$ cat src/common/lpm_pkg.sv
// Purpose: Shared constants and types for the low power mode controller
// Assumes: 20 MHz ref_clk, plain register port with 4-bit byte address
// Notes: Register offsets are word aligned
`default_nettype none
package lpm_pkg;
	localparam int ADDR_W = 4;
	localparam int DATA_W = 32;
	localparam int GPIO_LINES = 16;
	localparam int CLK_PERIOD_NS = 50;
	//////////////////////////////////////////////////////////////////////
	localparam logic [ADDR_W-1:0] CTRL_OFS = 4'h0;
	localparam logic [ADDR_W-1:0] STATUS_OFS = 4'h4;
	localparam logic [ADDR_W-1:0] FLAG_OFS = 4'h8;
	//////////////////////////////////////////////////////////////////////
	localparam int CTRL_W = 5;
	localparam int CTRL_DS = 0;
	localparam int CTRL_DP = 1;
	localparam int CTRL_LP = 2;
	localparam int CTRL_VDEN = 3;
	localparam int CTRL_CLK_EXT = 4;
	localparam logic [CTRL_W-1:0] CTRL_RST = 5'h00;
	//////////////////////////////////////////////////////////////////////
	localparam int ST_MODE_LSB = 0;
	localparam int ST_MODE_W = 3;
	localparam int ST_VD_LVL = 3;
	localparam int ST_CLK_INT = 4;
	localparam int ST_LP_LATCHED = 5;
	localparam int FLAG_W = 2;
	localparam int FLAG_VD_EDGE = 0;
	localparam int FLAG_STBY_WAKE = 1;
	localparam logic [FLAG_W-1:0] FLAG_RST = 2'h0;
	localparam logic [DATA_W-1:0] RDATA_ZERO = 32'h0000_0000;
	//////////////////////////////////////////////////////////////////////
	typedef enum logic [2:0] {
		LPM_RUN = 3'h0,
		LPM_SLEEP = 3'h1,
		LPM_STOP = 3'h3,
		LPM_STANDBY = 3'h2,
		LPM_WAKE_RST = 3'h6
	} lpm_state_e;
	typedef enum logic [1:0] {
		LPM_REG_NORMAL = 2'h0,
		LPM_REG_LOW = 2'h1,
		LPM_REG_OFF = 2'h2
	} lpm_reg_e;
endpackage
`default_nettype wire

$ cat src/common/lpm_wake_if.sv
// Purpose: Wake source bundle between the mode controller and its detector
// Assumes: Single clock domain
// Notes: All detector outputs are registered
`timescale 1ns/1ps
`default_nettype none
interface lpm_wake_if;
	logic vd_en;
	logic vd_level;
	logic vd_edge;
	logic ext_wake;
	logic rst_req;
	modport ctl(output vd_en, input vd_level, input vd_edge, input ext_wake, input rst_req);
	modport det(input vd_en, output vd_level, output vd_edge, output ext_wake, output rst_req);
endinterface
`default_nettype wire

$ cat src/rtl/lpm_wake.sv
// Purpose: Collects wake sources and watches the voltage detector
// Assumes: All inputs synchronous to ref_clk
// Notes: Outputs lag their sources by one cycle, except ext_wake from the comparator, which lags two
`timescale 1ns/1ps
`default_nettype none
module lpm_wake (
	input wire logic ref_clk,
	input wire logic rst,
	input wire logic [lpm_pkg::GPIO_LINES-1:0] gpio_event_lines,
	input wire logic vd_compare,
	input wire logic rtc_alarm,
	input wire logic usb_wakeup,
	input wire logic wakeup_pin,
	input wire logic external_reset_pin_n,
	input wire logic independent_watchdog_timer_rst,
	lpm_wake_if.det wk
);
	logic pin_q;
	logic vd_armed;
	//////////////////////////////////////////////////////////////////////
	// Comparator ignored until software enables it
	always_ff @(posedge ref_clk or posedge rst) begin
		if (rst) begin
			wk.vd_level <= 1'b0;
			vd_armed <= 1'b0;
			wk.vd_edge <= 1'b0;
		end else begin
			wk.vd_level <= wk.vd_en & vd_compare;
			vd_armed <= wk.vd_en;
			// Arming delay stops the enable itself looking like an edge
			wk.vd_edge <= wk.vd_en & vd_armed & (vd_compare != wk.vd_level);
		end
	end
	//////////////////////////////////////////////////////////////////////
	always_ff @(posedge ref_clk or posedge rst) begin
		if (rst) begin
			pin_q <= 1'b0;
			wk.ext_wake <= 1'b0;
			wk.rst_req <= 1'b0;
		end else begin
			pin_q <= wakeup_pin;
			wk.ext_wake <= (|gpio_event_lines) | wk.vd_level | rtc_alarm | usb_wakeup
				| (wakeup_pin & ~pin_q) | ~external_reset_pin_n
				| independent_watchdog_timer_rst;
			wk.rst_req <= ~external_reset_pin_n | independent_watchdog_timer_rst;
		end
	end
endmodule // lpm_wake
`default_nettype wire

$ cat src/rtl/lpm_ctrl.sv
// Purpose: Sleep, stop and standby sequencing with regulator and clock gating
// Assumes: Wait instruction inputs are one-cycle pulses from the core
// Notes: Registers are retained through stop; control cleared by any system reset, flags only by rst
//
// Decided for this implementation: strobed register access and the placing of the registers.
`timescale 1ns/1ps
`default_nettype none
module lpm_ctrl (
	input wire logic ref_clk,
	input wire logic rst,
	input wire logic supply_ok,
	input wire logic wait_instr,
	input wire logic wait_event_instr,
	input wire logic irq_pending,
	input wire logic wake_event,
	input wire logic [lpm_pkg::GPIO_LINES-1:0] gpio_event_lines,
	input wire logic vd_compare,
	input wire logic rtc_alarm,
	input wire logic usb_wakeup,
	input wire logic wakeup_pin,
	input wire logic external_reset_pin_n,
	input wire logic independent_watchdog_timer_rst,
	input wire logic [lpm_pkg::ADDR_W-1:0] reg_addr,
	input wire logic [lpm_pkg::DATA_W-1:0] reg_wdata,
	input wire logic reg_wr,
	input wire logic reg_rd,
	output logic [lpm_pkg::DATA_W-1:0] reg_rdata,
	output logic cpu_clk_en,
	output logic periph_clk_en,
	output logic pll_en,
	output logic internal_fast_osc_en,
	output logic external_fast_osc_en,
	output logic flash_low_power,
	output logic [1:0] regulator_mode,
	output logic core_supply_en,
	output logic sys_reset,
	output logic sysclk_internal,
	output logic vd_irq
);
	lpm_wake_if wk();
	lpm_pkg::lpm_state_e state;
	lpm_pkg::lpm_state_e next_state;
	logic [lpm_pkg::CTRL_W-1:0] ctrl;
	logic [lpm_pkg::FLAG_W-1:0] flags;
	logic lp_latched;
	logic sys_rst_req;
	logic wait_any;
	logic ctrl_wr;
	logic flag_wr;
	logic leave_low_power;

	function automatic logic hit(input logic [lpm_pkg::ADDR_W-1:0] ofs);
		hit = (reg_addr == ofs);
	endfunction

	//////////////////////////////////////////////////////////////////////
	lpm_wake u_wake (
		.ref_clk(ref_clk),
		.rst(rst),
		.gpio_event_lines(gpio_event_lines),
		.vd_compare(vd_compare),
		.rtc_alarm(rtc_alarm),
		.usb_wakeup(usb_wakeup),
		.wakeup_pin(wakeup_pin),
		.external_reset_pin_n(external_reset_pin_n),
		.independent_watchdog_timer_rst(independent_watchdog_timer_rst),
		.wk(wk)
	);

	assign wk.vd_en = ctrl[lpm_pkg::CTRL_VDEN];
	assign wait_any = wait_instr | wait_event_instr;
	assign ctrl_wr = reg_wr & hit(lpm_pkg::CTRL_OFS);
	assign flag_wr = reg_wr & hit(lpm_pkg::FLAG_OFS);
	// A standby wake goes through one reset cycle before running again
	assign sys_rst_req = ~supply_ok | wk.rst_req | (state == lpm_pkg::LPM_WAKE_RST);
	assign leave_low_power = (state != lpm_pkg::LPM_RUN) && (next_state == lpm_pkg::LPM_RUN);

	//////////////////////////////////////////////////////////////////////
	always_comb begin
		next_state = state;
		case (state)
			lpm_pkg::LPM_RUN: begin
				if (wait_any) begin
					if (!ctrl[lpm_pkg::CTRL_DS]) begin
						next_state = lpm_pkg::LPM_SLEEP;
					end else if (ctrl[lpm_pkg::CTRL_DP]) begin
						next_state = lpm_pkg::LPM_STANDBY;
					end else begin
						next_state = lpm_pkg::LPM_STOP;
					end
				end
			end
			lpm_pkg::LPM_SLEEP: begin
				if (irq_pending | wake_event | wk.ext_wake) begin
					next_state = lpm_pkg::LPM_RUN;
				end
			end
			lpm_pkg::LPM_STOP: begin
				if (wk.ext_wake) begin
					next_state = lpm_pkg::LPM_RUN;
				end
			end
			lpm_pkg::LPM_STANDBY: begin
				if (wk.ext_wake) begin
					next_state = lpm_pkg::LPM_WAKE_RST;
				end
			end
			lpm_pkg::LPM_WAKE_RST: begin
				next_state = lpm_pkg::LPM_RUN;
			end
			default: begin
				next_state = lpm_pkg::LPM_RUN;
			end
		endcase
		if (sys_rst_req && state != lpm_pkg::LPM_STANDBY) begin
			next_state = lpm_pkg::LPM_RUN;
		end
	end

	always_ff @(posedge ref_clk or posedge rst) begin
		if (rst) begin
			state <= lpm_pkg::LPM_RUN;
		end else begin
			state <= next_state;
		end
	end

	always_ff @(posedge ref_clk or posedge rst) begin
		if (rst) begin
			lp_latched <= 1'b0;
		end else if (state == lpm_pkg::LPM_RUN && wait_any) begin
			lp_latched <= ctrl[lpm_pkg::CTRL_LP];
		end
	end

	//////////////////////////////////////////////////////////////////////
	// Control and flag registers
	// No retention logic needed in stop: nothing here clears on entry
	always_ff @(posedge ref_clk or posedge rst) begin
		if (rst) begin
			ctrl <= lpm_pkg::CTRL_RST;
		end else if (sys_rst_req) begin
			ctrl <= lpm_pkg::CTRL_RST;
		end else if (ctrl_wr) begin
			ctrl <= reg_wdata[lpm_pkg::CTRL_W-1:0];
		end
	end

	// Set wins over a write-one-to-clear in the same cycle
	always_ff @(posedge ref_clk or posedge rst) begin
		if (rst) begin
			flags <= lpm_pkg::FLAG_RST;
		end else begin
			if (flag_wr && reg_wdata[lpm_pkg::FLAG_VD_EDGE]) begin
				flags[lpm_pkg::FLAG_VD_EDGE] <= 1'b0;
			end
			if (flag_wr && reg_wdata[lpm_pkg::FLAG_STBY_WAKE]) begin
				flags[lpm_pkg::FLAG_STBY_WAKE] <= 1'b0;
			end
			if (wk.vd_edge) begin
				flags[lpm_pkg::FLAG_VD_EDGE] <= 1'b1;
			end
			if (state == lpm_pkg::LPM_WAKE_RST) begin
				flags[lpm_pkg::FLAG_STBY_WAKE] <= 1'b1;
			end
		end
	end

	always_ff @(posedge ref_clk or posedge rst) begin
		if (rst) begin
			reg_rdata <= lpm_pkg::RDATA_ZERO;
		end else begin
			reg_rdata <= lpm_pkg::RDATA_ZERO;
			if (reg_rd && hit(lpm_pkg::CTRL_OFS)) begin
				reg_rdata[lpm_pkg::CTRL_W-1:0] <= ctrl;
			end else if (reg_rd && hit(lpm_pkg::STATUS_OFS)) begin
				reg_rdata[lpm_pkg::ST_MODE_LSB +: lpm_pkg::ST_MODE_W] <= state;
				reg_rdata[lpm_pkg::ST_VD_LVL] <= wk.vd_level;
				reg_rdata[lpm_pkg::ST_CLK_INT] <= sysclk_internal;
				reg_rdata[lpm_pkg::ST_LP_LATCHED] <= lp_latched;
			end else if (reg_rd && hit(lpm_pkg::FLAG_OFS)) begin
				reg_rdata[lpm_pkg::FLAG_W-1:0] <= flags;
			end
		end
	end

	//////////////////////////////////////////////////////////////////////
	// Gating outputs follow next_state so they change with the state
	always_ff @(posedge ref_clk or posedge rst) begin
		if (rst) begin
			cpu_clk_en <= 1'b1;
			periph_clk_en <= 1'b1;
			pll_en <= 1'b1;
			internal_fast_osc_en <= 1'b1;
			external_fast_osc_en <= 1'b1;
			flash_low_power <= 1'b0;
			regulator_mode <= lpm_pkg::LPM_REG_NORMAL;
			core_supply_en <= 1'b1;
		end else begin
			cpu_clk_en <= (next_state == lpm_pkg::LPM_RUN);
			periph_clk_en <= (next_state == lpm_pkg::LPM_RUN)
				|| (next_state == lpm_pkg::LPM_SLEEP);
			pll_en <= (next_state == lpm_pkg::LPM_RUN)
				|| (next_state == lpm_pkg::LPM_SLEEP);
			internal_fast_osc_en <= (next_state != lpm_pkg::LPM_STOP)
				&& (next_state != lpm_pkg::LPM_STANDBY);
			external_fast_osc_en <= (next_state == lpm_pkg::LPM_RUN)
				|| (next_state == lpm_pkg::LPM_SLEEP);
			flash_low_power <= (next_state == lpm_pkg::LPM_STOP)
				|| (next_state == lpm_pkg::LPM_STANDBY);
			core_supply_en <= (next_state != lpm_pkg::LPM_STANDBY);
			case (next_state)
				lpm_pkg::LPM_STOP: begin
					// Latch is still loading on the entry edge, so read the select bit there
					if (state == lpm_pkg::LPM_STOP) begin
						regulator_mode <= lp_latched ? lpm_pkg::LPM_REG_LOW
							: lpm_pkg::LPM_REG_NORMAL;
					end else begin
						regulator_mode <= ctrl[lpm_pkg::CTRL_LP] ? lpm_pkg::LPM_REG_LOW
							: lpm_pkg::LPM_REG_NORMAL;
					end
				end
				lpm_pkg::LPM_STANDBY: begin
					regulator_mode <= lpm_pkg::LPM_REG_OFF;
				end
				default: begin
					regulator_mode <= lpm_pkg::LPM_REG_NORMAL;
				end
			endcase
		end
	end

	always_ff @(posedge ref_clk or posedge rst) begin
		if (rst) begin
			sys_reset <= 1'b1;
		end else begin
			sys_reset <= sys_rst_req;
		end
	end

	// Wake wins over a software clock selection in the same cycle
	always_ff @(posedge ref_clk or posedge rst) begin
		if (rst) begin
			sysclk_internal <= 1'b1;
		end else if (leave_low_power || sys_rst_req) begin
			sysclk_internal <= 1'b1;
		end else if (ctrl_wr) begin
			sysclk_internal <= ~reg_wdata[lpm_pkg::CTRL_CLK_EXT];
		end
	end

	always_ff @(posedge ref_clk or posedge rst) begin
		if (rst) begin
			vd_irq <= 1'b0;
		end else begin
			vd_irq <= wk.vd_edge;
		end
	end
endmodule // lpm_ctrl
`default_nettype wire

$ cat config.mk
export PLATFORM = sky130hd
export DESIGN_NAME = lpm_ctrl
export DESIGN_NICKNAME = d
export VERILOG_FILES = /design/src/common/lpm_pkg.sv /design/src/common/lpm_wake_if.sv /design/src/rtl/lpm_wake.sv /design/src/rtl/lpm_ctrl.sv
export SDC_FILE = /design/constraint.sdc
export NUM_CORES = 1
export LEC_CHECK = 0
export BUFFER_PORTS_ARGS = -buffer_cell sky130_fd_sc_hd__buf_2
export CORE_MARGIN = 3
export CORE_UTILIZATION = 25
export CTS_CLUSTER_SIZE = 24
export DETAILED_ROUTE_END_ITERATION = 7
export SYNTH_ARGS = -nofsm -noshare
export SYNTH_HDL_FRONTEND = slang
export SYNTH_SLANG_ARGS = --single-unit
$ cat constraint.sdc
create_clock -name ref_clk -period 1.95 [get_ports ref_clk]
set_clock_uncertainty 0.1 [all_clocks]
set_input_delay 0.2925 -clock ref_clk [delete_from_list [all_inputs] [get_ports ref_clk]]
set_output_delay 0.2925 -clock ref_clk [all_outputs]
set_load 0.005 [all_outputs]
==> key figures, run 1 <==
Status
  – Status: finished, final reports clean

Worst setup path
  – Max incr delay on CP: 0.49 ns
  – Crit Path Class: register to register
  – Crit. End Element: register
  – Critical path's slowest cell: dfrtp_1
  – Worst-path fanout max: 9
  – Crit path cell chain: or3_1 -> a21oi_1 -> a21oi_1 -> nor3_1
  – Top delay family on crit path: simple AND/OR/NAND/NOR gates
  – Cell seen most often among critical-path stages: a21oi_1
  – CP Buf/Inv Count: 0
  – Data arrival, critical path: 1.71 ns
  – Worst Setup Start Kind: register
  – CP Data Required Time: 2.06 ns
  – R2r setup slk: 0.35 ns

Placement
  – Placement Setup Slack: 0.218 ns
  – Final Wtd Congestion: 0.727
  – Post-DP HPWL: 2570 µm
  – I/O Buffers: 57

Synth
  – Area contributors post-synth: dfrtp_1 41%, buf_4 14%, dfstp_2 9.7%
  – Syn avg cell area: 10.8 µm²
  – YS warnings: 0
  – Post-synth top area cell: dfrtp_1
  – #FFs+latches synth: 33
  – Synth Cell Area: 1630 µm²
  – Seq/Total Area, Yosys: 51.1%
  – Post-Syn Instances: 151
  – Post-synth EDFFs: 0
  – Primary FF master, synth: dfrtp_1
  – FFs w/ async S/R, synth: 100%
  – Synth cell types: 35
  – Synth top area share: 41.4%

Clock tree
  – Cts-stage hold buffer count: 1
  – Post-CTS Setup Bufs: 0
  – Post-cts sizing count: 0
  – Root buf cell: clkbuf_8
  – Clock-pin slew on the worst setup and hold paths: 0.07 ns
  – # H-tree levels: 2
  – Clock sink count: 33
  – Skew-Pair Late Insertion Delay: 0.29 ns
  – Buffers from clock root to sink, at most: 2
  – CTS buffer count: 5
  – CTS tree: yes

Timing
  – RSZ-0062 raised after global routing: no
  – Slew Limit Fails: 0
  – Final hold slack: 0.0219 ns
  – Final Hold Vio Count: 0
  – Setup violations, final: 0
  – Min Tclk post-route: 1.60 ns
  – Setup WS post-layout: 0.346 ns
  – Period utilization: 82.3%
  – Setup TNS: 0 ns
  – Max Fclk: 623 MHz

Run
  – Maxcap violations: 0

GRT
  – Met3 usage: 2.09%
  – Global-route wire length before repair: 5480 µm
  – Largest net degree at the start of global routing: 34
  – Layer with the highest usage: met2
  – Via count of the first global-routing pass: 1152
  – Met1 GRT Util: 12.0%
  – Antenna violations before repair: 0
  – Grt met2 use: 15.0%
  – Total track usage: 9.45%
  – GRT overflow: 0

Floorplan
  – Die area: 7530 µm²
  – Chip height: 86.8 µm
  – Horiz. Die Dim: 86.8 µm
  – Row cnt: 28
  – Initial Util: 26.6%
  – IO Pins: 111
  – Core area: 6130 µm²

Drt
  – Routed Antenna Nets: 0
  – Routed WL per cell: 11.5 µm
  – Via count: 1198
  – Post-route DRC: 0
  – Total wire length: 3320 µm
  – DR iter-0 viols: 32
  – Drt via density: 4.16
  – Total iterations of the first detailed-routing run: 4

Pwr
  – Pleak: 0.987 nW
  – VDD IR max: 227 µV
  – PwrDens: 671 nW/µm²

Layout
  – Share of cells above drive strength 1: 37.1%
  – Synthesis-to-finish area growth: 21.3%
  – Fill cells: 626
  – # nets final: 279
  – Diodes inserted: 0

Min path
  – Hold Crit Class: input port to register
logic make-up (layout without fill, tap and decap cells):
kind of cell              after synthesis  after routing  share of synthesized area, %
and+or+nand+nor                        57             57                          20.1
DFF                                    33             33                          51.1
buffers and inverters                  33             70                          15.0
AOI/OAI and AO/OA                      14             14                          5.67
muxes                                  12             12                          7.44
other                                   1             26                         0.230
xor gates and xnor gates                1              1                         0.537
per-stage QoR:
stage / utilization [%] / instances / area [µm²] / total power, W
final: 32.3 / 288 / 1980 / 0.00133
after global routing: 32.3 / 288 / 1980 / 0.00141
after CTS: 32.3 / 288 / 1980 / 0.00135
after detailed placement: 30.7 / 279 / 1880 / 0.000833
after global placement: 30.7 / 279 / 1880 / 0.000831
after floorplan: - / 176 / 1730 / 0.000811
cells in the mapped netlist, types with 3 or more instances:
master / number
nor2_1: 17
dfstp_2: 6
a21oi_1: 6
nor4_1: 3
buf_4: 30
dfrtp_1: 27
nand2b_1: 3
a21o_1: 3
mux2i_1: 11
nand2_1: 9
nor2b_1: 4
cells in the final DEF (no fill, tap or decap), drive strengths merged:
cell type,Yosys,routed
nor3b,3,3
nor4b,1,1
nand2,9,9
a21o,3,3
a21oi,6,6
and2,2,2
nand3b,2,2
or3,1,1
nor2b,4,4
dlygate4sd3,0,1
o21bai,1,1
o21ba,1,1
clkinvlp,0,1
and2b,1,1
nand4b,1,1
and3,1,1
dfstp,6,6
mux2,1,1
nand2b,3,3
o21ai,2,2
nor3,2,2
nand4,1,1
nand3,2,2
nor2,17,17
inv,2,2
or4,2,2
mux2i,11,11
nor4,3,3
clkbuf,0,5
clkinv,0,2
conb,1,26
dfrtp,27,27
a211o,1,1
buf,31,59
or2,2,2
xor2,1,1
area by class of cell:
cell class	count	area (µm²)	area share, %
Clock buffer	5	68.8	3.48
Clock inverter	3	17.5	0.885
Inverter	2	7.51	0.379
Sequential cell	33	833	42.1
Timing Repair Buffer	60	310	15.7
Multi-Input combinational cell	110	648	32.7
Tap cell	75	93.8	4.74
final timing paths:
kind	startpoint	end	cells after the start
setup / recovery	state[1]	regulator_mode[0]	4
hold / removal	wakeup_pin	u_wake.pin_q	1
setup reg to reg	state[1]	regulator_mode[0]	4
hold reg to reg	u_wake.wk.vd_edge	vd_irq	0
max in group asynchronous	rst	sysclk_internal	4
min in group asynchronous	rst	regulator_mode[0]	4
layer usage:
metal,part of all wire (%),up-vias
li1,-,575
met1,41,549
met2,47,67
met3,9.9,7
met4,2.0,0
met5,0,-
sequential cells by signal, indices dropped and copies added, names as in the netlist:
register	cells
u_wake.wk.vd_level	1
lp_latched	1
u_wake.wk.rst_req	1
flags	2
cpu_clk_en	1
internal_fast_osc_en	1
sysclk_internal	1
u_wake.wk.ext_wake	1
ctrl	5
core_supply_en	1
u_wake.wk.vd_edge	1
state	3
u_wake.vd_armed	1
vd_irq	1
external_fast_osc_en	1
reg_rdata	6
regulator_mode	2
flash_low_power	1
u_wake.pin_q	1
sys_reset	1
where the power goes:
group	internal, W	switching, W	leakage, nW
clock	0.000246	0.000261	0.0439
combinational	0.0000535	0.0000655	0.517
sequential	0.000696	0.00000569	0.427
total	0.000996	0.000333	0.987
No activity file was read; power rests on OpenSTA's default activity.
==> inputs of run 2 (changes only) <==
- clock period: 1.95 -> 1.5 ns (I/O delays scaled with it)
==> run 2 against run 1 <==
Sequential power up 30%. Non-clock buffer count up 9. Core utilization up 2.5 points. Final cell count up 3.1%. Largest power group is now clock. Hold slack worse by 0.0043 ns. Design area up 7.8%. Via count up 1.2%. Clock-buffer cell count unchanged. Fmax up 9.0%. Critical endpoint is now lp_latched.
==> key figures, run 2 (synthesis results as in run 1) <==
Status
  – Status: finished, final reports clean

Clock tree
  – Root buf cell: clkbuf_8
  – Clock-pin slew on the worst setup and hold paths: 0.07 ns (about the same)
  – Buffers from clock root to sink, at most: 2 (unchanged)
  – CTS tree: yes
  – Clock sink count: 33 (unchanged)
  – CTS buffer count: 5 (unchanged)
  – # H-tree levels: 2 (unchanged)
  – Skew-Pair Late Insertion Delay: 0.28 ns (about the same)

Worst setup path
  – Data arrival, critical path: 1.55 ns (-0.16 ns)
  – CP startpoint: state[0]
  – CP Data Required Time: 1.57 ns (-0.49 ns)
  – Reg2reg start: state[0]
  – Crit. End Element: register
  – Worst Setup Start Kind: register
  – Crit Path Class: register to register
  – Worst-path fanout max: 4 (-5)

Drt
  – Via count: 1212 (+1.2%)
  – Total iterations of the first detailed-routing run: 4 (unchanged)
  – Drt via density: 4.08 (-1.9%)
  – Routed Antenna Nets: 0 (unchanged)
  – Post-route DRC: 0 (unchanged)
  – Total wire length: 3320 µm (unchanged)
  – Routed WL per cell: 11.2 µm (-3.0%)
  – DR iter-0 viols: 51 (+59%)

Floorplan
  – Initial Util: 26.6% (unchanged)
  – Chip height: 86.8 µm (unchanged)
  – Die area: 7530 µm² (unchanged)
  – Horiz. Die Dim: 86.8 µm (unchanged)
  – Core area: 6130 µm² (unchanged)
  – IO Pins: 111 (unchanged)
  – Row cnt: 28 (unchanged)

Layout
  – Largest Register: reg_rdata
  – Reg area: 833 µm² (unchanged)
  – Most frequent cells in the layout: 57 x buf_2, 27 x dfrtp_1, 26 x conb_1
  – Max reg flops: 6 (unchanged)
  – Diodes inserted: 0 (unchanged)
  – Synthesis-to-finish area growth: 30.8%
  – # nets final: 288 (+3.2%)
  – Fin util: 34.8% (+2.5 points)
  – Commonest non-fill, non-tap cell in the layout: buf_2
  – Multi-input gate area: 686 µm² (+5.8%)
  – Share of cells above drive strength 1: 41.4% (+4.4 points)
  – Fill cells: 628 (+0.32%)
  – Top flop regs: reg_rdata x6, ctrl x5, state x3

Placement
  – Final Wtd Congestion: 0.740 (+1.8%)
  – Post-DP HPWL: 2620 µm (+1.9%)
  – I/O Buffers: 57 (unchanged)
  – Placement Setup Slack: -0.0866 ns (-0.304 ns)

GRT
  – Layer with the highest usage: met2
  – Met1 GRT Util: 12.3% (+0.31 points)
  – Grt met2 use: 14.3% (-0.76 points)
  – Antenna violations before repair: 0 (unchanged)
  – Largest net degree at the start of global routing: 34 (unchanged)
  – Global-route wire length before repair: 5440 µm (-0.75%)
  – GRT overflow: 0 (unchanged)
  – Total track usage: 9.32% (-0.13 points)
  – Met3 usage: 2.57% (+0.48 points)
  – Via count of the first global-routing pass: 1160 (+0.69%)

Pwr
  – Clock network fraction of design power: 47.8% (+9.6 points)
  – Combinational fraction of design power: 8.3% (-0.7 points)
  – Sequential fraction of design power: 43.9% (-8.9 points)
  – Sw power: 0.000428 W (+29%)
  – Total internal power: 0.00165 W (+65%)
  – Total power draw: 0.00208 W (+56%)
  – Pleak: 1.07 nW (+8.0%)
  – Switching share of total power: 20.6% (-4.4 points)
  – PwrDens: 972 nW/µm² (+45%)
  – VDD IR max: 517 µV (+130%)

Timing
  – Setup WS post-layout: 0.0281 ns (-0.318 ns)
  – RSZ-0062 raised after global routing: yes
  – Setup TNS: 0 ns (unchanged)
  – Period utilization: 98.1% (+16 points)
  – Min Tclk post-route: 1.47 ns (-0.132 ns)
  – Setup violations, final: 0 (unchanged)
  – Max Fclk: 679 MHz (+9.0%)
  – Slew Limit Fails: 0 (unchanged)
  – Final Hold Vio Count: 0 (unchanged)

Min path
  – Hold Crit Class: input port to register
  – Hold_sp: external_reset_pin_n

Run
  – Maxcap violations: 0 (unchanged)
## run 2: layout make-up
cell class | count | area share [%]
clock buffer | 5 | 3.22
clock inverter | 3 | 3.05
inverter | 2 | 0.352
multi-input combinational | 110 | 32.1
sequential | 33 | 39.0
tap | 75 | 4.40
timing repair buffer | 69 | 17.8
## run 2: final timing paths
path | endpoint | slack (ns) | cells after the start
min in group asynchronous | regulator_mode[0] | 0.46 | 4
max in group asynchronous | sys_reset | 0.49 | 4
worst min-delay path | u_wake.wk.rst_req | 0.02 | 2
worst min register to register | vd_irq | 0.29 | 0
worst max-delay path | lp_latched | 0.03 | 3
worst max register to register | lp_latched | 0.03 | 3
## run 2: repair_timing
action | 4_1_cts | 5_1_grt
hold buffers | 2 | 0
setup buffers | 0 | 0
cloned | 0 | 0
hold endpoints to repair | 28 | 0
setup endpoints to repair | 1 | 5
pin swaps | 1 | 2
resized for setup | 1 | 7
## run 2: stage by stage
stage	instances	hold slack [ns]	area, µm²
6_report	297	0.0176	2130
4_1_cts	297	0.0102	2100
2_1_floorplan	176	0.156	1730
3_3_place_gp	287	0.235	1940
3_5_place_dp	287	0.239	1940
5_1_grt	297	0.00623	2130
## run 2: worst max-delay path, stage by stage (launching register included)
cell and delay (ns):
dfrtp_1 0.40, o21ba_4 0.23, nor3b_4 0.30, mux2_4 0.33
## run 2: power by group through the flow
stage / Clock, W / Sequential [W] / Combinational, W
after floorplan: 0 / 0.000927 / 0.000128
after global placement: 0 / 0.000927 / 0.000161
after detailed placement: 0 / 0.000927 / 0.000163
after CTS: 0.00102 / 0.000910 / 0.000169
after global routing: 0.00106 / 0.000913 / 0.000199
final: 0.000993 / 0.000911 / 0.000173
## run 2: metal layers
layer	wire [µm]	up-vias
met1	1400	552
met2	1560	65
met4	53	0
met3	298	6
li1	-	589
met5	0	-
==> inputs of run 3 (changes only) <==
- GPL_TIMING_DRIVEN: not set -> 0
- PLACE_DENSITY: not set -> 0.5
==> run 3 against run 2 <==
The run now ends with negative hold slack left. First-iteration DRC count up 12%. Clock power shrank 25%. Final cell count grew 9.1%. Design area is 8.7% higher. Worst setup slack gained 0.0064 ns. Power fell by 9.8%. Core utilization rose by 3.0 points. Sequential share of layout area shrank 3.1 points. Non-clock buffer count increased by 27. Critical path depth rose by 2. Largest power group is now sequential cells. Highest routed layer unchanged.
==> key figures, run 3 (synthesis results as in run 1) <==
Layout
  – Share of cells above drive strength 1: 50.6% (+9.2 points)
  – Max reg flops: 6 (unchanged)
  – Top flop regs: reg_rdata x6, ctrl x5, state x3
  – Synthesis-to-finish area growth: 42.3%
  – Largest Register: reg_rdata
  – Most frequent cells in the layout: 56 x buf_2, 37 x buf_4, 26 x conb_1, 26 x dfrtp_1, 17 x nor2_1
  – Diodes inserted: 0 (unchanged)
  – # nets final: 315 (+9.4%)
  – Final std cells w/o fill: 324 (+9.1%)
  – Commonest non-fill, non-tap cell in the layout: buf_2

Floorplan
  – Chip height: 86.8 µm (unchanged)
  – Die area: 7530 µm² (unchanged)
  – Initial Util: 26.6% (unchanged)
  – Horiz. Die Dim: 86.8 µm (unchanged)
  – Row cnt: 28 (unchanged)
  – Core area: 6130 µm² (unchanged)
  – IO Pins: 111 (unchanged)

Drt
  – Post-route DRC: 0 (unchanged)
  – Routed WL per cell: 11.3 µm (+1.2%)
  – Via count: 1292 (+6.6%)
  – M1 WL: 1620 µm (+15%)
  – Total wire length: 3660 µm (+10%)
  – Total iterations of the first detailed-routing run: 4 (unchanged)
  – Routed Antenna Nets: 0 (unchanged)
  – Met3 WL post-DR: 346 µm (+16%)
  – Drt via density: 3.99 (-2.3%)
  – Met2 wire length: 1610 µm (+2.9%)
  – DR iter-0 viols: 57 (+12%)
  – DR top layer: met4

GRT
  – Largest net degree at the start of global routing: 34 (unchanged)
  – GRT overflow: 0 (unchanged)
  – Total track usage: 10.5% (+1.1 points)
  – Via count of the first global-routing pass: 1253 (+8.0%)
  – Antenna violations before repair: 0 (unchanged)
  – Global-route wire length before repair: 5950 µm (+9.5%)

Worst setup path
  – R2R cell count: 5 (+2)
  – Critical path depth: 5 (+2)
  – Crit Path Class: register to register
  – Max incr delay on CP: 0.37 ns (-0.03 ns)
  – Worst-path fanout max: 8 (+4)
  – Crit. End Element: register
  – Worst Setup Start Kind: register
  – CP Data Required Time: 1.62 ns (+0.05 ns)
  – Crit path cell chain: buf_6 -> or3_4 -> a21oi_4 -> nor3b_2 -> or2_1
  – CP Buf/Inv Count: 1 (+1)
  – Critical path's slowest cell: dfrtp_1
  – Top delay family on crit path: simple AND/OR/NAND/NOR gates
  – Data arrival, critical path: 1.59 ns (+0.04 ns)

Clock tree
  – Clock-pin slew on the worst setup and hold paths: 0.07 ns (about the same)
  – Skew-Pair Late Insertion Delay: 0.29 ns (about the same)
  – Buffers from clock root to sink, at most: 2 (unchanged)
  – CTS tree: yes
  – Clock sink count: 33 (unchanged)
  – CTS buffer count: 5 (unchanged)
  – Root buf cell: clkbuf_8
  – # H-tree levels: 2 (unchanged)

Pwr
  – PwrDens: 807 nW/µm² (-17%)
  – Combinational fraction of design power: 11.8% (+3.5 points)
  – Pleak: 1.19 nW (+12%)
  – Sw power: 0.000431 W (+0.66%)
  – Clock network fraction of design power: 39.5% (-8.3 points)
  – Total internal power: 0.00144 W (-12%)
  – Sequential fraction of design power: 48.6% (+4.7 points)
  – VDD IR max: 330 µV (-36%)
  – Switching share of total power: 23.0% (+2.4 points)

Timing
  – Max Fclk: 682 MHz (+0.43%)
  – Setup TNS: 0 ns (unchanged)
  – Period utilization: 97.7% (-0.42 points)
  – Tightest Pin Transition: 0.695 ns
  – Slew Limit Fails: 0 (unchanged)
  – Relative max-transition margin: 53.6%
  – RSZ-0062 raised after global routing: yes
  – Final Hold Vio Count: 27 (+27)
  – Final hold slack: -0.0617 ns (-0.0793 ns)
  – Min Tclk post-route: 1.47 ns (-0.00636 ns)
  – Setup violations, final: 0 (unchanged)

Placement
  – Post-DP HPWL: 2810 µm (+7.1%)
  – Dpl cells: 307 (+7.0%)
  – Final Wtd Congestion: 0.756 (+2.2%)
  – I/O Buffers: 56 (-1.8%)

Status
  – Failing checks: negative hold slack
  – Status: complete, but fails checks

Min path
  – Hold Crit Class: input port to async pin

Run
  – Maxcap violations: 0 (unchanged)
run 3: cell types whose count changed in the layout (fill, tap and decap cells not counted), moves of 2 or more:
cell and delta:
clkbuf_8 +2, bufinv_16 -2, buf_4 +27, inv_2 +2
inv_1 -2
run 3: per-layer routing:
metal	vias up	track usage, %
li1	647	-
met1	569	13.6
met2	70	15.5
met3	6	3.23
met4	0	5.52
met5	-	0
run 3: stage by stage:
step	power [W]	instance area (µm²)	hold WS (ns)	util, %	setup slack (ns)
floorplan	0.00105	1730	0.156	-	0.0416
global placement	0.00113	2100	0.244	34.2	-0.117
detailed placement	0.00113	2100	0.250	34.2	-0.104
CTS	0.00190	2270	0.0310	37.1	0.00697
global route	0.00197	2320	0.00334	37.9	-0.0334
finish	0.00187	2320	-0.0617	37.9	0.0345
run 3: cell type report:
| class | instances | area (µm²) |
|---|---|---|
| buffer | 31 | 236 |
| clock buffer | 7 | 96.3 |
| clock inverter | 1 | 5.00 |
| fill | 621 | 3810 |
| inverter | 2 | 7.51 |
| multi-input combinational | 110 | 694 |
| sequential | 33 | 835 |
| tap | 75 | 93.8 |
| timing repair buffer | 65 | 353 |
run 3: power by group through the flow:
stage | combinational (W) | clock, W | sequential (W)
finish | 0.000221 | 0.000740 | 0.000911
global route | 0.000249 | 0.000808 | 0.000911
CTS | 0.000217 | 0.000773 | 0.000911
detailed placement | 0.000203 | 0 | 0.000928
global placement | 0.000202 | 0 | 0.000928
floorplan | 0.000128 | 0 | 0.000927
run 3: final timing paths:
check                                               start  slack [ns]                 to
min reg2reg                             u_wake.wk.vd_edge        0.29             vd_irq
min                                                   rst       -0.06       reg_rdata[4]
max reg2reg                                      state[1]        0.03         cpu_clk_en
max                                              state[1]        0.03         cpu_clk_en
min in group ref_clk       independent_watchdog_timer_rst        0.04  u_wake.wk.rst_req
max in group asynchronous                             rst        0.87           state[0]
run 3: what timing repair did:
| item | CTS | global route |
|---|---|---|
| setup buffers | 3 | 4 |
| setup endpoints to repair | 6 | 4 |
| gates resized for setup | 7 | 6 |
| pin swaps | 2 | 8 |
| cloned | 0 | 0 |
| hold buffers | 2 | 0 |
| endpoints found under the hold margin | 2 | 0 |
